$ cat src/logic/regulator_regs_pkg.sv
// Package: offsets, reset values, field positions and delay timing for the regulator bank
package regulator_regs_pkg;
	localparam logic [7:0] converter_b_voltage_code_off  = 8'h07;
	localparam logic [7:0] linear_reg_a_control_off      = 8'h08;
	localparam logic [7:0] linear_reg_b_control_off      = 8'h09;
	localparam logic [7:0] linear_reg_a_voltage_code_off = 8'h0A;
	localparam logic [7:0] linear_reg_b_voltage_code_off = 8'h0B;
	localparam logic [7:0] linear_reg_a_delay_off        = 8'h0E;
	localparam logic [7:0] linear_reg_b_delay_off        = 8'h0F;

	localparam logic [7:0] converter_b_voltage_rst = 8'h93;
	localparam logic [4:0] linear_voltage_rst      = 5'h0A;
	localparam logic [7:0] linear_a_delay_rst      = 8'h31;
	localparam logic [7:0] linear_b_delay_rst      = 8'h26;

	localparam int enable_bit_pos    = 0;
	localparam int pin_gating_pos    = 1;
	localparam int discharge_en_pos  = 2;
	localparam logic enable_bit_rst  = 1'b1;
	localparam logic pin_gating_rst  = 1'b1;
	localparam logic discharge_rst   = 1'b1;

	localparam logic [7:0] conv_code_fine_lo   = 8'h14;
	localparam logic [7:0] conv_code_mid_lo    = 8'h18;
	localparam logic [7:0] conv_code_coarse_lo = 8'h9E;
	localparam logic [15:0] conv_fine_base_mv  = 16'h02BC;
	localparam logic [15:0] conv_mid_base_mv   = 16'h02DF;
	localparam logic [15:0] conv_coarse_base_mv = 16'h058C;
	localparam logic [15:0] conv_fine_step_mv  = 16'h000A;
	localparam logic [15:0] conv_mid_step_mv   = 16'h0005;
	localparam logic [15:0] conv_coarse_step_mv = 16'h0014;
	localparam logic [4:0] linear_code_max     = 5'h19;
	localparam logic [15:0] linear_base_mv     = 16'h0320;
	localparam logic [15:0] linear_step_mv     = 16'h0064;

	localparam int clk_rate_hz     = 10_000_000;
	localparam int delay_step_us   = 500;
	localparam int delay_step_cyc  = (delay_step_us * (clk_rate_hz / 1_000_000));

	typedef struct packed {
		logic [7:0] addr;
		logic [7:0] wdata;
		logic       wr;
		logic       rd;
	} reg_req_t;

	typedef struct packed {
		logic        enabled;
		logic        discharge;
		logic [15:0] target_mv;
	} linear_status_t;
endpackage

$ cat src/logic/linear_sequencer.sv
// One linear regulator: enable qualification and pin-edge delay sequencing
`timescale 1ns/1ps
module linear_sequencer
	import regulator_regs_pkg::*;
#(
	parameter int STEP_CYC = delay_step_cyc
) (
	// Clock and reset
	input  wire logic       clk,
	input  wire logic       sys_rst,
	// Register fields
	input  wire logic       enable_bit,
	input  wire logic       pin_gating,
	input  wire logic       discharge_enable,
	input  wire logic [3:0] startup_delay,
	input  wire logic [3:0] shutdown_delay,
	// Synchronised enable pin and its edges
	input  wire logic       pin_level,
	input  wire logic       pin_rise,
	input  wire logic       pin_fall,
	// Regulator drive
	output logic            reg_on,
	output logic            discharge_on
);
	typedef enum logic [3:0] {
		st_off   = 4'b0001,
		st_start = 4'b0010,
		st_on    = 4'b0100,
		st_stop  = 4'b1000
	} seq_state_t;

	seq_state_t  state_q, state_d;
	logic [19:0] cnt_q, cnt_d;
	logic        on_q, on_d;
	logic        dis_q, dis_d;
	logic        want_on;

	function automatic logic [19:0] delay_cycles(input logic [3:0] steps);
		delay_cycles = 20'(steps) * 20'(STEP_CYC);
	endfunction

	always_comb begin
		state_d = state_q;
		cnt_d   = cnt_q;
		// both bit and pin when gated
		want_on = pin_gating ? (enable_bit && pin_level) : enable_bit;
		case (state_q)
			st_off: begin
				if (want_on && pin_gating && pin_rise && startup_delay != 4'h0) begin
					state_d = st_start;
					cnt_d   = delay_cycles(startup_delay);
				end else if (want_on) begin
					state_d = st_on;
				end
			end
			st_start: begin
				if (!want_on) begin
					state_d = st_off;
				end else if (cnt_q <= 20'h00001) begin
					state_d = st_on;
				end else begin
					cnt_d = cnt_q - 20'h00001;
				end
			end
			st_on: begin
				if (pin_gating && enable_bit && pin_fall && shutdown_delay != 4'h0) begin
					state_d = st_stop;
					cnt_d   = delay_cycles(shutdown_delay);
				end else if (!want_on) begin
					state_d = st_off;
				end
			end
			st_stop: begin
				if (!enable_bit || !pin_gating || cnt_q <= 20'h00001) begin
					state_d = st_off;
				end else if (pin_level) begin
					state_d = st_on;
				end else begin
					cnt_d = cnt_q - 20'h00001;
				end
			end
			default: begin
				state_d = st_off;
			end
		endcase
		on_d  = (state_d == st_on) || (state_d == st_stop);
		dis_d = !on_d && discharge_enable;
	end

	always_ff @(posedge clk or posedge sys_rst) begin
		if (sys_rst) begin
			state_q <= st_off;
			cnt_q   <= 20'h00000;
			on_q    <= 1'b0;
			dis_q   <= 1'b0;
		end else begin
			state_q <= state_d;
			cnt_q   <= cnt_d;
			on_q    <= on_d;
			dis_q   <= dis_d;
		end
	end

	assign reg_on       = on_q;
	assign discharge_on = dis_q;
endmodule

$ cat src/logic/regulator_enable_voltage_regs.sv
// Register bank for converter B voltage and the two linear regulators
//
// Strobed register access was decided locally.
`timescale 1ns/1ps
//
// Operation
// - Converter B voltage register is 8-bit read/write, resets to 0x93.
// - Codes 0x14-0x17 give 0.70-0.73 V in 10 mV steps.
// - Codes 0x18-0x9D give 0.735-1.4 V in 5 mV steps.
// - Codes 0x9E-0xFF give 1.42-3.36 V in 20 mV steps.
// - Regulator A discharge resistor applies while disabled if bit 2; resets 1.
// - Regulator A bit 1 adds pin gating to enable bit; resets 1.
// - Regulator A bit 0 enables the regulator; resets 1.
// - Regulator B discharge resistor applies while disabled if bit 2; resets 1.
// - Regulator B bit 1 adds pin gating to enable bit; resets 1.
// - Regulator B bit 0 enables the regulator; resets 1.
// - Regulator A voltage 0x00 is 0.8 V, 100 mV per code; resets 0xA.
// - Regulator B voltage 0x00 is 0.8 V, 100 mV per code; resets 0xA.
// - Startup delay counts from pin rise, shutdown delay from pin fall.
module regulator_enable_voltage_regs
	import regulator_regs_pkg::*;
#(
	parameter int STEP_CYC = delay_step_cyc
) (
	// Clock and reset
	input  wire logic           clk,
	input  wire logic           sys_rst,
	// Register port
	input  wire logic [7:0]     reg_addr,
	input  wire logic [7:0]     reg_wdata,
	input  wire logic           reg_wr,
	input  wire logic           reg_rd,
	output logic      [7:0]     reg_rdata,
	// External enable pin
	input  wire logic           enable_pin,
	// Converter B target
	output logic      [7:0]     converter_b_code,
	output logic      [15:0]    converter_b_target_mv,
	output logic                converter_b_code_valid,
	// Linear regulators
	output linear_status_t      linear_a_status,
	output linear_status_t      linear_b_status
);
	reg_req_t    req;
	logic [7:0]  conv_q, conv_d;
	logic [2:0]  ctrl_a_q, ctrl_a_d;
	logic [2:0]  ctrl_b_q, ctrl_b_d;
	logic [4:0]  volt_a_q, volt_a_d;
	logic [4:0]  volt_b_q, volt_b_d;
	logic [7:0]  dly_a_q, dly_a_d;
	logic [7:0]  dly_b_q, dly_b_d;
	logic [7:0]  rdata_q, rdata_d;
	logic        pin_meta_q, pin_sync_q, pin_prev_q;
	logic        pin_meta_d, pin_sync_d, pin_prev_d;
	logic        pin_rise, pin_fall;
	logic        on_a, on_b, dis_a, dis_b;
	logic [15:0] conv_mv_q, conv_mv_d;
	logic        conv_ok_q, conv_ok_d;
	logic [15:0] lin_a_mv_q, lin_a_mv_d;
	logic [15:0] lin_b_mv_q, lin_b_mv_d;

	function automatic logic [15:0] converter_mv(input logic [7:0] code);
		converter_mv = 16'h0000;
		if (code >= conv_code_coarse_lo) begin
			converter_mv = conv_coarse_base_mv
				+ 16'(code - conv_code_coarse_lo) * conv_coarse_step_mv;
		end else if (code >= conv_code_mid_lo) begin
			converter_mv = conv_mid_base_mv + 16'(code - conv_code_mid_lo) * conv_mid_step_mv;
		end else if (code >= conv_code_fine_lo) begin
			converter_mv = conv_fine_base_mv
				+ 16'(code - conv_code_fine_lo) * conv_fine_step_mv;
		end
	endfunction

	function automatic logic [15:0] linear_mv(input logic [4:0] code);
		linear_mv = linear_base_mv + 16'(code) * linear_step_mv;
	endfunction

	assign req = '{addr: reg_addr, wdata: reg_wdata, wr: reg_wr, rd: reg_rd};

	always_comb begin
		conv_d   = conv_q;
		ctrl_a_d = ctrl_a_q;
		ctrl_b_d = ctrl_b_q;
		volt_a_d = volt_a_q;
		volt_b_d = volt_b_q;
		dly_a_d  = dly_a_q;
		dly_b_d  = dly_b_q;
		rdata_d  = 8'h00;
		// Reserved codes are stored as written; converter_b_code_valid flags converter ones, linear targets clamp them
		if (req.wr) begin
			case (req.addr)
				converter_b_voltage_code_off: begin
					conv_d = req.wdata;
				end
				linear_reg_a_control_off: begin
					ctrl_a_d = req.wdata[2:0];
				end
				linear_reg_b_control_off: begin
					ctrl_b_d = req.wdata[2:0];
				end
				linear_reg_a_voltage_code_off: begin
					volt_a_d = req.wdata[4:0];
				end
				linear_reg_b_voltage_code_off: begin
					volt_b_d = req.wdata[4:0];
				end
				linear_reg_a_delay_off: begin
					dly_a_d = req.wdata;
				end
				linear_reg_b_delay_off: begin
					dly_b_d = req.wdata;
				end
				default: begin
				end
			endcase
		end
		// Unmapped reads return zero
		if (req.rd) begin
			case (req.addr)
				converter_b_voltage_code_off:  rdata_d = conv_q;
				linear_reg_a_control_off:      rdata_d = {5'h00, ctrl_a_q};
				linear_reg_b_control_off:      rdata_d = {5'h00, ctrl_b_q};
				linear_reg_a_voltage_code_off: rdata_d = {3'h0, volt_a_q};
				linear_reg_b_voltage_code_off: rdata_d = {3'h0, volt_b_q};
				linear_reg_a_delay_off:        rdata_d = dly_a_q;
				linear_reg_b_delay_off:        rdata_d = dly_b_q;
				default:                       rdata_d = 8'h00;
			endcase
		end
		conv_mv_d  = converter_mv(conv_q);
		conv_ok_d  = conv_q >= conv_code_fine_lo;
		// reserved high codes clamp to the top step
		lin_a_mv_d = linear_mv((volt_a_q > linear_code_max) ? linear_code_max : volt_a_q);
		lin_b_mv_d = linear_mv((volt_b_q > linear_code_max) ? linear_code_max : volt_b_q);
	end

	always_ff @(posedge clk or posedge sys_rst) begin
		if (sys_rst) begin
			conv_q     <= converter_b_voltage_rst;
			ctrl_a_q   <= {discharge_rst, pin_gating_rst, enable_bit_rst};
			ctrl_b_q   <= {discharge_rst, pin_gating_rst, enable_bit_rst};
			volt_a_q   <= linear_voltage_rst;
			volt_b_q   <= linear_voltage_rst;
			dly_a_q    <= linear_a_delay_rst;
			dly_b_q    <= linear_b_delay_rst;
			rdata_q    <= 8'h00;
			conv_mv_q  <= 16'h0000;
			conv_ok_q  <= 1'b0;
			lin_a_mv_q <= 16'h0000;
			lin_b_mv_q <= 16'h0000;
		end else begin
			conv_q     <= conv_d;
			ctrl_a_q   <= ctrl_a_d;
			ctrl_b_q   <= ctrl_b_d;
			volt_a_q   <= volt_a_d;
			volt_b_q   <= volt_b_d;
			dly_a_q    <= dly_a_d;
			dly_b_q    <= dly_b_d;
			rdata_q    <= rdata_d;
			conv_mv_q  <= conv_mv_d;
			conv_ok_q  <= conv_ok_d;
			lin_a_mv_q <= lin_a_mv_d;
			lin_b_mv_q <= lin_b_mv_d;
		end
	end

	// Pin is asynchronous; two flops before any edge logic
	always_comb begin
		pin_meta_d = enable_pin;
		pin_sync_d = pin_meta_q;
		pin_prev_d = pin_sync_q;
	end

	always_ff @(posedge clk or posedge sys_rst) begin
		if (sys_rst) begin
			pin_meta_q <= 1'b0;
			pin_sync_q <= 1'b0;
			pin_prev_q <= 1'b0;
		end else begin
			pin_meta_q <= pin_meta_d;
			pin_sync_q <= pin_sync_d;
			pin_prev_q <= pin_prev_d;
		end
	end

	assign pin_rise = pin_sync_q && !pin_prev_q;
	assign pin_fall = !pin_sync_q && pin_prev_q;

	linear_sequencer #(.STEP_CYC(STEP_CYC)) u_seq_a (
		.clk              (clk),
		.sys_rst          (sys_rst),
		.enable_bit       (ctrl_a_q[enable_bit_pos]),
		.pin_gating       (ctrl_a_q[pin_gating_pos]),
		.discharge_enable (ctrl_a_q[discharge_en_pos]),
		.startup_delay    (dly_a_q[3:0]),
		.shutdown_delay   (dly_a_q[7:4]),
		.pin_level        (pin_sync_q),
		.pin_rise         (pin_rise),
		.pin_fall         (pin_fall),
		.reg_on           (on_a),
		.discharge_on     (dis_a)
	);

	linear_sequencer #(.STEP_CYC(STEP_CYC)) u_seq_b (
		.clk              (clk),
		.sys_rst          (sys_rst),
		.enable_bit       (ctrl_b_q[enable_bit_pos]),
		.pin_gating       (ctrl_b_q[pin_gating_pos]),
		.discharge_enable (ctrl_b_q[discharge_en_pos]),
		.startup_delay    (dly_b_q[3:0]),
		.shutdown_delay   (dly_b_q[7:4]),
		.pin_level        (pin_sync_q),
		.pin_rise         (pin_rise),
		.pin_fall         (pin_fall),
		.reg_on           (on_b),
		.discharge_on     (dis_b)
	);

	assign reg_rdata              = rdata_q;
	assign converter_b_code       = conv_q;
	assign converter_b_target_mv  = conv_mv_q;
	assign converter_b_code_valid = conv_ok_q;
	assign linear_a_status        = '{enabled: on_a, discharge: dis_a, target_mv: lin_a_mv_q};
	assign linear_b_status        = '{enabled: on_b, discharge: dis_b, target_mv: lin_b_mv_q};
endmodule

$ cat config.mk
export PLATFORM = sky130hd
export DESIGN_NAME = regulator_enable_voltage_regs
export DESIGN_NICKNAME = d
export VERILOG_FILES = /design/src/logic/regulator_regs_pkg.sv /design/src/logic/linear_sequencer.sv /design/src/logic/regulator_enable_voltage_regs.sv
export SDC_FILE = /design/constraint.sdc
export NUM_CORES = 1
export LEC_CHECK = 0
export BUFFER_PORTS_ARGS = -buffer_cell sky130_fd_sc_hd__buf_4
export CORE_MARGIN = 5
export CORE_UTILIZATION = 50
export DETAILED_ROUTE_END_ITERATION = 8
export GPL_TIMING_DRIVEN = 0
export PLACE_DENSITY_LB_ADDON = 0.08
export SLEW_MARGIN = 25
export SYNTH_ARGS = -nofsm -noshare
export SYNTH_HDL_FRONTEND = slang
export SYNTH_SLANG_ARGS = --single-unit
export TNS_END_PERCENT = 10
$ cat constraint.sdc
create_clock -name clk -period 7.1 [get_ports clk]
set_input_delay 1.065 -clock clk [delete_from_list [all_inputs] [get_ports clk]]
set_output_delay 1.065 -clock clk [all_outputs]
set_load 0.05 [all_outputs]
* Word-level counts from Yosys, hierarchy flattened *
Index checks and enable logic that the tools add are counted.

cells by class
  $add $sub $neg = 10
  $mul = 9
  order comparisons = 7
  equality and inequality tests = 31
  mux-type cells = 41
  reductions and logical operators = 47

operators by type and width
  cell                                                               count
  2-to-1 mux 20 bit                                                  12
  one-hot mux 20 bit (4 select lines)                                2
  2-to-1 mux 4 bit                                                   16
  multiplier 4 x 10 -> 14 bit, second input constant                 4
  one-hot mux 8 bit (7 select lines)                                 1
  == test 8 x 4 -> 1 bit, second input constant                      6
  2-to-1 mux 16 bit                                                  3
  <= comparator 20 x 1 -> 1 bit, second input constant               2
  subtractor 20 x 1 -> 20 bit, second input constant                 2
  one-hot mux 4 bit (4 select lines)                                 2
  adder 10 x 12 -> 13 bit, first input constant                      2
  nonzero test 4 bit                                                 6
  multiplier 5 x 5 -> 10 bit, second input constant                  2
  logical AND 1 bit                                                  18
  subtractor 8 x 5 -> 9 bit, second input constant                   2
  adder 10 x 16 -> 16 bit, first input constant                      1
  adder 11 x 16 -> 16 bit, first input constant                      1
  == test 4 x 3 -> 1 bit, second input constant                      4
  == test 4 bit, second input constant                               4
  greater-or-equal comparator 8 x 5 -> 1 bit, second input constant  2
  multiplier 16 x 3 -> 14 bit, second input constant                 1
  multiplier 16 x 3 -> 15 bit, second input constant                 1
  adder 11 x 13 -> 14 bit, first input constant                      1
  AND reduction 2 bit                                                7
  15 further kinds                                                   43

storage, ports and cells
  flip-flop bits (word level) = 146
  output and inout port bits = 69
  logic and storage cells = 168

* Logic depth before layout (Yosys ltp) *
  word-level depth = 11
  depth in mapped cells = 15

* Hierarchy *
From an unflattened synthesis, not the netlist that was laid out.

unflattened totals
  cells, all modules = 1279
  area, all modules = 12062.8 um^2

by module, submodules not included
  module                         instances  cells an instance  area each (um^2)
  regulator_enable_voltage_regs  1          661                6737.7
  linear_sequencer at u_seq_a    1          299                2662.6
  linear_sequencer at u_seq_b    1          319                2662.6

* Worst setup path before layout *
Ideal clock, no wire load.

  path type = flip-flop to flip-flop
  from = reg conv_q[3] (netlist: converter_b_code[3])
  to = reg conv_mv_q[13] (netlist: converter_b_target_mv[13])
  setup time = 0.126 ns
  data arrival time = 4.129 ns
  setup slack = 2.845 ns
  stages on the path, launching flop included = 14
  cells stage by stage = dfrtp_1 inv_1 ha_1 a2111oi_0 xor2_1 ha_1 ha_1 inv_1 o22ai_1 o41ai_1 xnor2_1 o2111ai_1 xor2_1 a221o_1

between the ends
  word-level cells in the longest chain between the ends = 6

RTL lines
  what                         line                                  RTL
  from (decl)                  regulator_enable_voltage_regs.sv:45   logic [7:0] conv_q, conv_d;
  from (signal assigned)       regulator_enable_voltage_regs.sv:140  conv_q <= converter_b_voltage_rst;
  from (signal assigned)       regulator_enable_voltage_regs.sv:153  conv_q <= conv_d;
  subtractor 8 x 5 -> 9 bit    regulator_enable_voltage_regs.sv:71   + 16'(code - conv_code_fine_lo) * conv_fine_step_mv;
  multiplier 16 x 3 -> 15 bit  regulator_enable_voltage_regs.sv:71
  adder 10 x 16 -> 16 bit      regulator_enable_voltage_regs.sv:71
  2-to-1 mux 16 bit            regulator_enable_voltage_regs.sv:69   end else if (code >= conv_code_fine_lo) begin
  2-to-1 mux 16 bit            regulator_enable_voltage_regs.sv:67   end else if (code >= conv_code_mid_lo) begin
  2-to-1 mux 16 bit *          regulator_enable_voltage_regs.sv:64   if (code >= conv_code_coarse_lo) begin
  net conv_mv_d[13]            regulator_enable_voltage_regs.sv:57   logic [15:0] conv_mv_q, conv_mv_d;
  to (signal assigned)         regulator_enable_voltage_regs.sv:161  conv_mv_q <= conv_mv_d;
  to (decl)                    regulator_enable_voltage_regs.sv:57

The timed path passes the listed nets; every way through them passes the cells marked *.
A chain may end at the register's enable or synchronous reset.

* Worst setup path after layout *
Same ends and word-level chain as after synthesis.

==> out/qor.yml <==
drt:
  drtIter0Drc: 708
  vias: 9781
  firstDrtPassIters: 5
  drt_wl_total_um: 29200
  avgViaCountPerCell: 5.75
  ant_nets: 0
  drc: 0
  wl_per_cell_um: 17.2
layout:
  layout-drive-gt1-share_pct: 15.8
  diodes: 0
  final_nets: 1574
  fin_cells: 1701
  syn2layout_area_growth_pct: 14.5
sta:
  setup_ws_ns: 2.29
  fmax_ghz: 0.208
  setup_viol: 0
  fin_crit_ns: 4.81
  worst_pin_slew_ns: 0.902
  slew_violations: 0
  fin_hold_ws_ns: 0.355
  relSlewSlack_pct: 39.8
  tns_ns: 0
  period_share_pct: 67.8
  hold_viol: 0
  clock_skew_ns: 0.0112
  rsz0062_at_grt: "no"
synthesis:
  async_reset_ff_share_pct: 100
  synth_area_sq_um: 11800
  yosysWarnings: 0
  synth_commonest_cells: "162 x ha_1, 120 x dfrtp_1, 86 x nor2_1"
  synth_top_area_cell: "dfrtp_1"
  synthCells: 1262
  yosys_register_bits: 142
  ys_top_cells_by_area: "dfrtp_1 26%, ha_1 17%, dfstp_2 4.9%"
  seq_area_frac_synth_pct: 30.5
  synth_ff_type: "dfrtp_1"
  synth_top_area_share_pct: 25.5
  avgSynthCellArea_sq_um: 9.32
  synth_edf_count: 0
  synth_most_common_cell: "ha_1"
  ys_types: 81
floorplan:
  num_io_pins: 90
  chipWidth_um: 163
  die_area_sq_um: 26700
  rows: 56
  core-area_sq_um: 23300
  initial_core_util_pct: 50.4
  die_h_um: 163
worst_setup_path:
  max_stage_delay_ns: 0.63
  critical_path_class: "reg2reg"
  required_ns: 7.40
  endpoint_kind: "flop"
  slowest_stage: "o41ai_1"
  cpMostUsedCell: "ha_1"
  crit_path_start_kind: "flop"
  path_cells: "inv_1 -> ha_1 -> a2111oi_0 -> xor2_1 -> ha_1 -> ha_1 -> inv_1 -> o22ai_1 -> o41ai_1 -> xnor2_1 -> o2111ai_1 -> xor2_1 -> a221o_1"
  cp.arrival_ns: 5.12
  cp_max_fo: 10
clock_network:
  cts_max_path_buffers: 2
  post_cts_buffers: 0
  cts_buffers: 17
  insertion_delay_ns: 0.43
  clk_pin_slew_ns: 0.07
  ctsHtreeMaxLevel: 4
  cts_sinks: 142
  cts_tree: "done"
  hold_buffers: 0
  post_cts_resized: 0
  cts-root-buf: "clkbuf_16"
global_route:
  grt_max_degree: 83
  grt_overflow_total: 0
  grt_pass1_wl_um: 48500
  grt_pass1_vias: 9458
  grt_use_total_pct: 22.4
  antenna_found_initial: 0
power:
  ir_drop_mv: 0.175
  p_leak_nw: 6.56
  powerDensity_nw_per_um2: 250
placement:
  pre_cts_ws_ns: 2.39
  gp_congestion: 0.876
  placedCellCount: 1669
  hpwlAfterDp_um: 22400
  portBuffers: 77
run_status:
  run_status: "completed"
flow_run:
  maxCapViolations: 0
min_path:
  hold_path.class: "reg2reg"
[power breakdown]
group / leakage [nW] / internal (mW) / switching [mW]
registers: 1.85 / 0.905 / 0.0787
logic: 4.41 / 0.519 / 0.873
clock network: 0.299 / 0.596 / 0.394
[cells by family (layout without fill, tap and decap cells)]
logic type                 Yosys count  after routing  synth area share (%)
DFF                                142            142                  30.5
buffers and inverters              139            250                  4.96
and+or+nand+nor                    340            340                  14.6
other                                1             10                0.0319
xor gates and xnor gates            92             92                  6.85
adders and majority gates          184            184                  21.0
muxes                               44             44                  4.18
AOI/OAI and AO/OA                  320            320                  17.9
[placed cells by master (no fill, tap or decap), drive strengths merged, types with 41 or more instances in the layout]
master  instances
dfrtp         120
clkbuf         49
o21ai          87
buf           103
a21oi          67
xnor2          65
mux2           41
ha            162
nor3           45
nand2          77
nor2           86
inv            89
[path summary, 6_finish.rpt]
| path | start | cells after the start | slack [ns] | to |
|---|---|---|---|---|
| worst max register to register | converter_b_code[3] | 13 | 2.29 | converter_b_target_mv[13] |
| worst min register to register | pin_meta_q | 0 | 0.35 | pin_prev_d |
| worst max-delay path | converter_b_code[3] | 13 | 2.29 | converter_b_target_mv[13] |
| min in group asynchronous | sys_rst | 2 | 0.67 | u_seq_a.discharge_on |
| worst min-delay path | pin_meta_q | 0 | 0.35 | pin_prev_d |
| max in group asynchronous | sys_rst | 3 | 5.65 | converter_b_code[7] |
[flip-flops by register name (all words and copies together) (netlist names), 3 cells and up]
| register | cells |
|---|---|
| converter_b_target_mv | 16 |
| u_seq_a.cnt_q | 20 |
| lin_a_mv_q | 11 |
| volt_a_q | 5 |
| u_seq_a.state_q | 4 |
| volt_b_q | 5 |
| ctrl_b_q | 3 |
| u_seq_b.state_q | 4 |
| ctrl_a_q | 3 |
| dly_a_q | 8 |
| u_seq_b.cnt_q | 20 |
| lin_b_mv_q | 11 |
| reg_rdata | 8 |
| dly_b_q | 8 |
| converter_b_code | 8 |
[layer usage]
metal / part of all wire [%] / track usage, %
met5: 0 / 0
met4: 1.5 / 5.22
met3: 5.3 / 3.81
met2: 45 / 34.9
met1: 48 / 32.7
[critical path: cells and delay by family, from the launching register on]
kind	cells	cell delay, ns
adders and majority gates	3	0.99
DFF	1	0.61
AOI/OAI and AO/OA	5	1.83
buffers and inverters	2	0.37
xor gates and xnor gates	3	0.89
[stage by stage]
stage	area, sq um	power, mW	util [%]
3_3_place_gp	12800	2.36	54.7
2_1_floorplan	11800	2.03	-
6_report	13500	3.37	57.7
3_5_place_dp	12800	2.37	54.9
4_1_cts	13400	3.38	57.6
5_1_grt	13500	3.59	57.7
[final cells by class]
type                       instances  area [sq um]
fill                            2083          9870
multi-input combinational        990          7640
sequential                       142          3580
timing repair buffer              79           611
clock buffer                      18           429
tap                              319           399
inverter                          84           323
buffer                            55           268
clock inverter                    14           204
No activity file was read; power rests on OpenSTA's default activity.
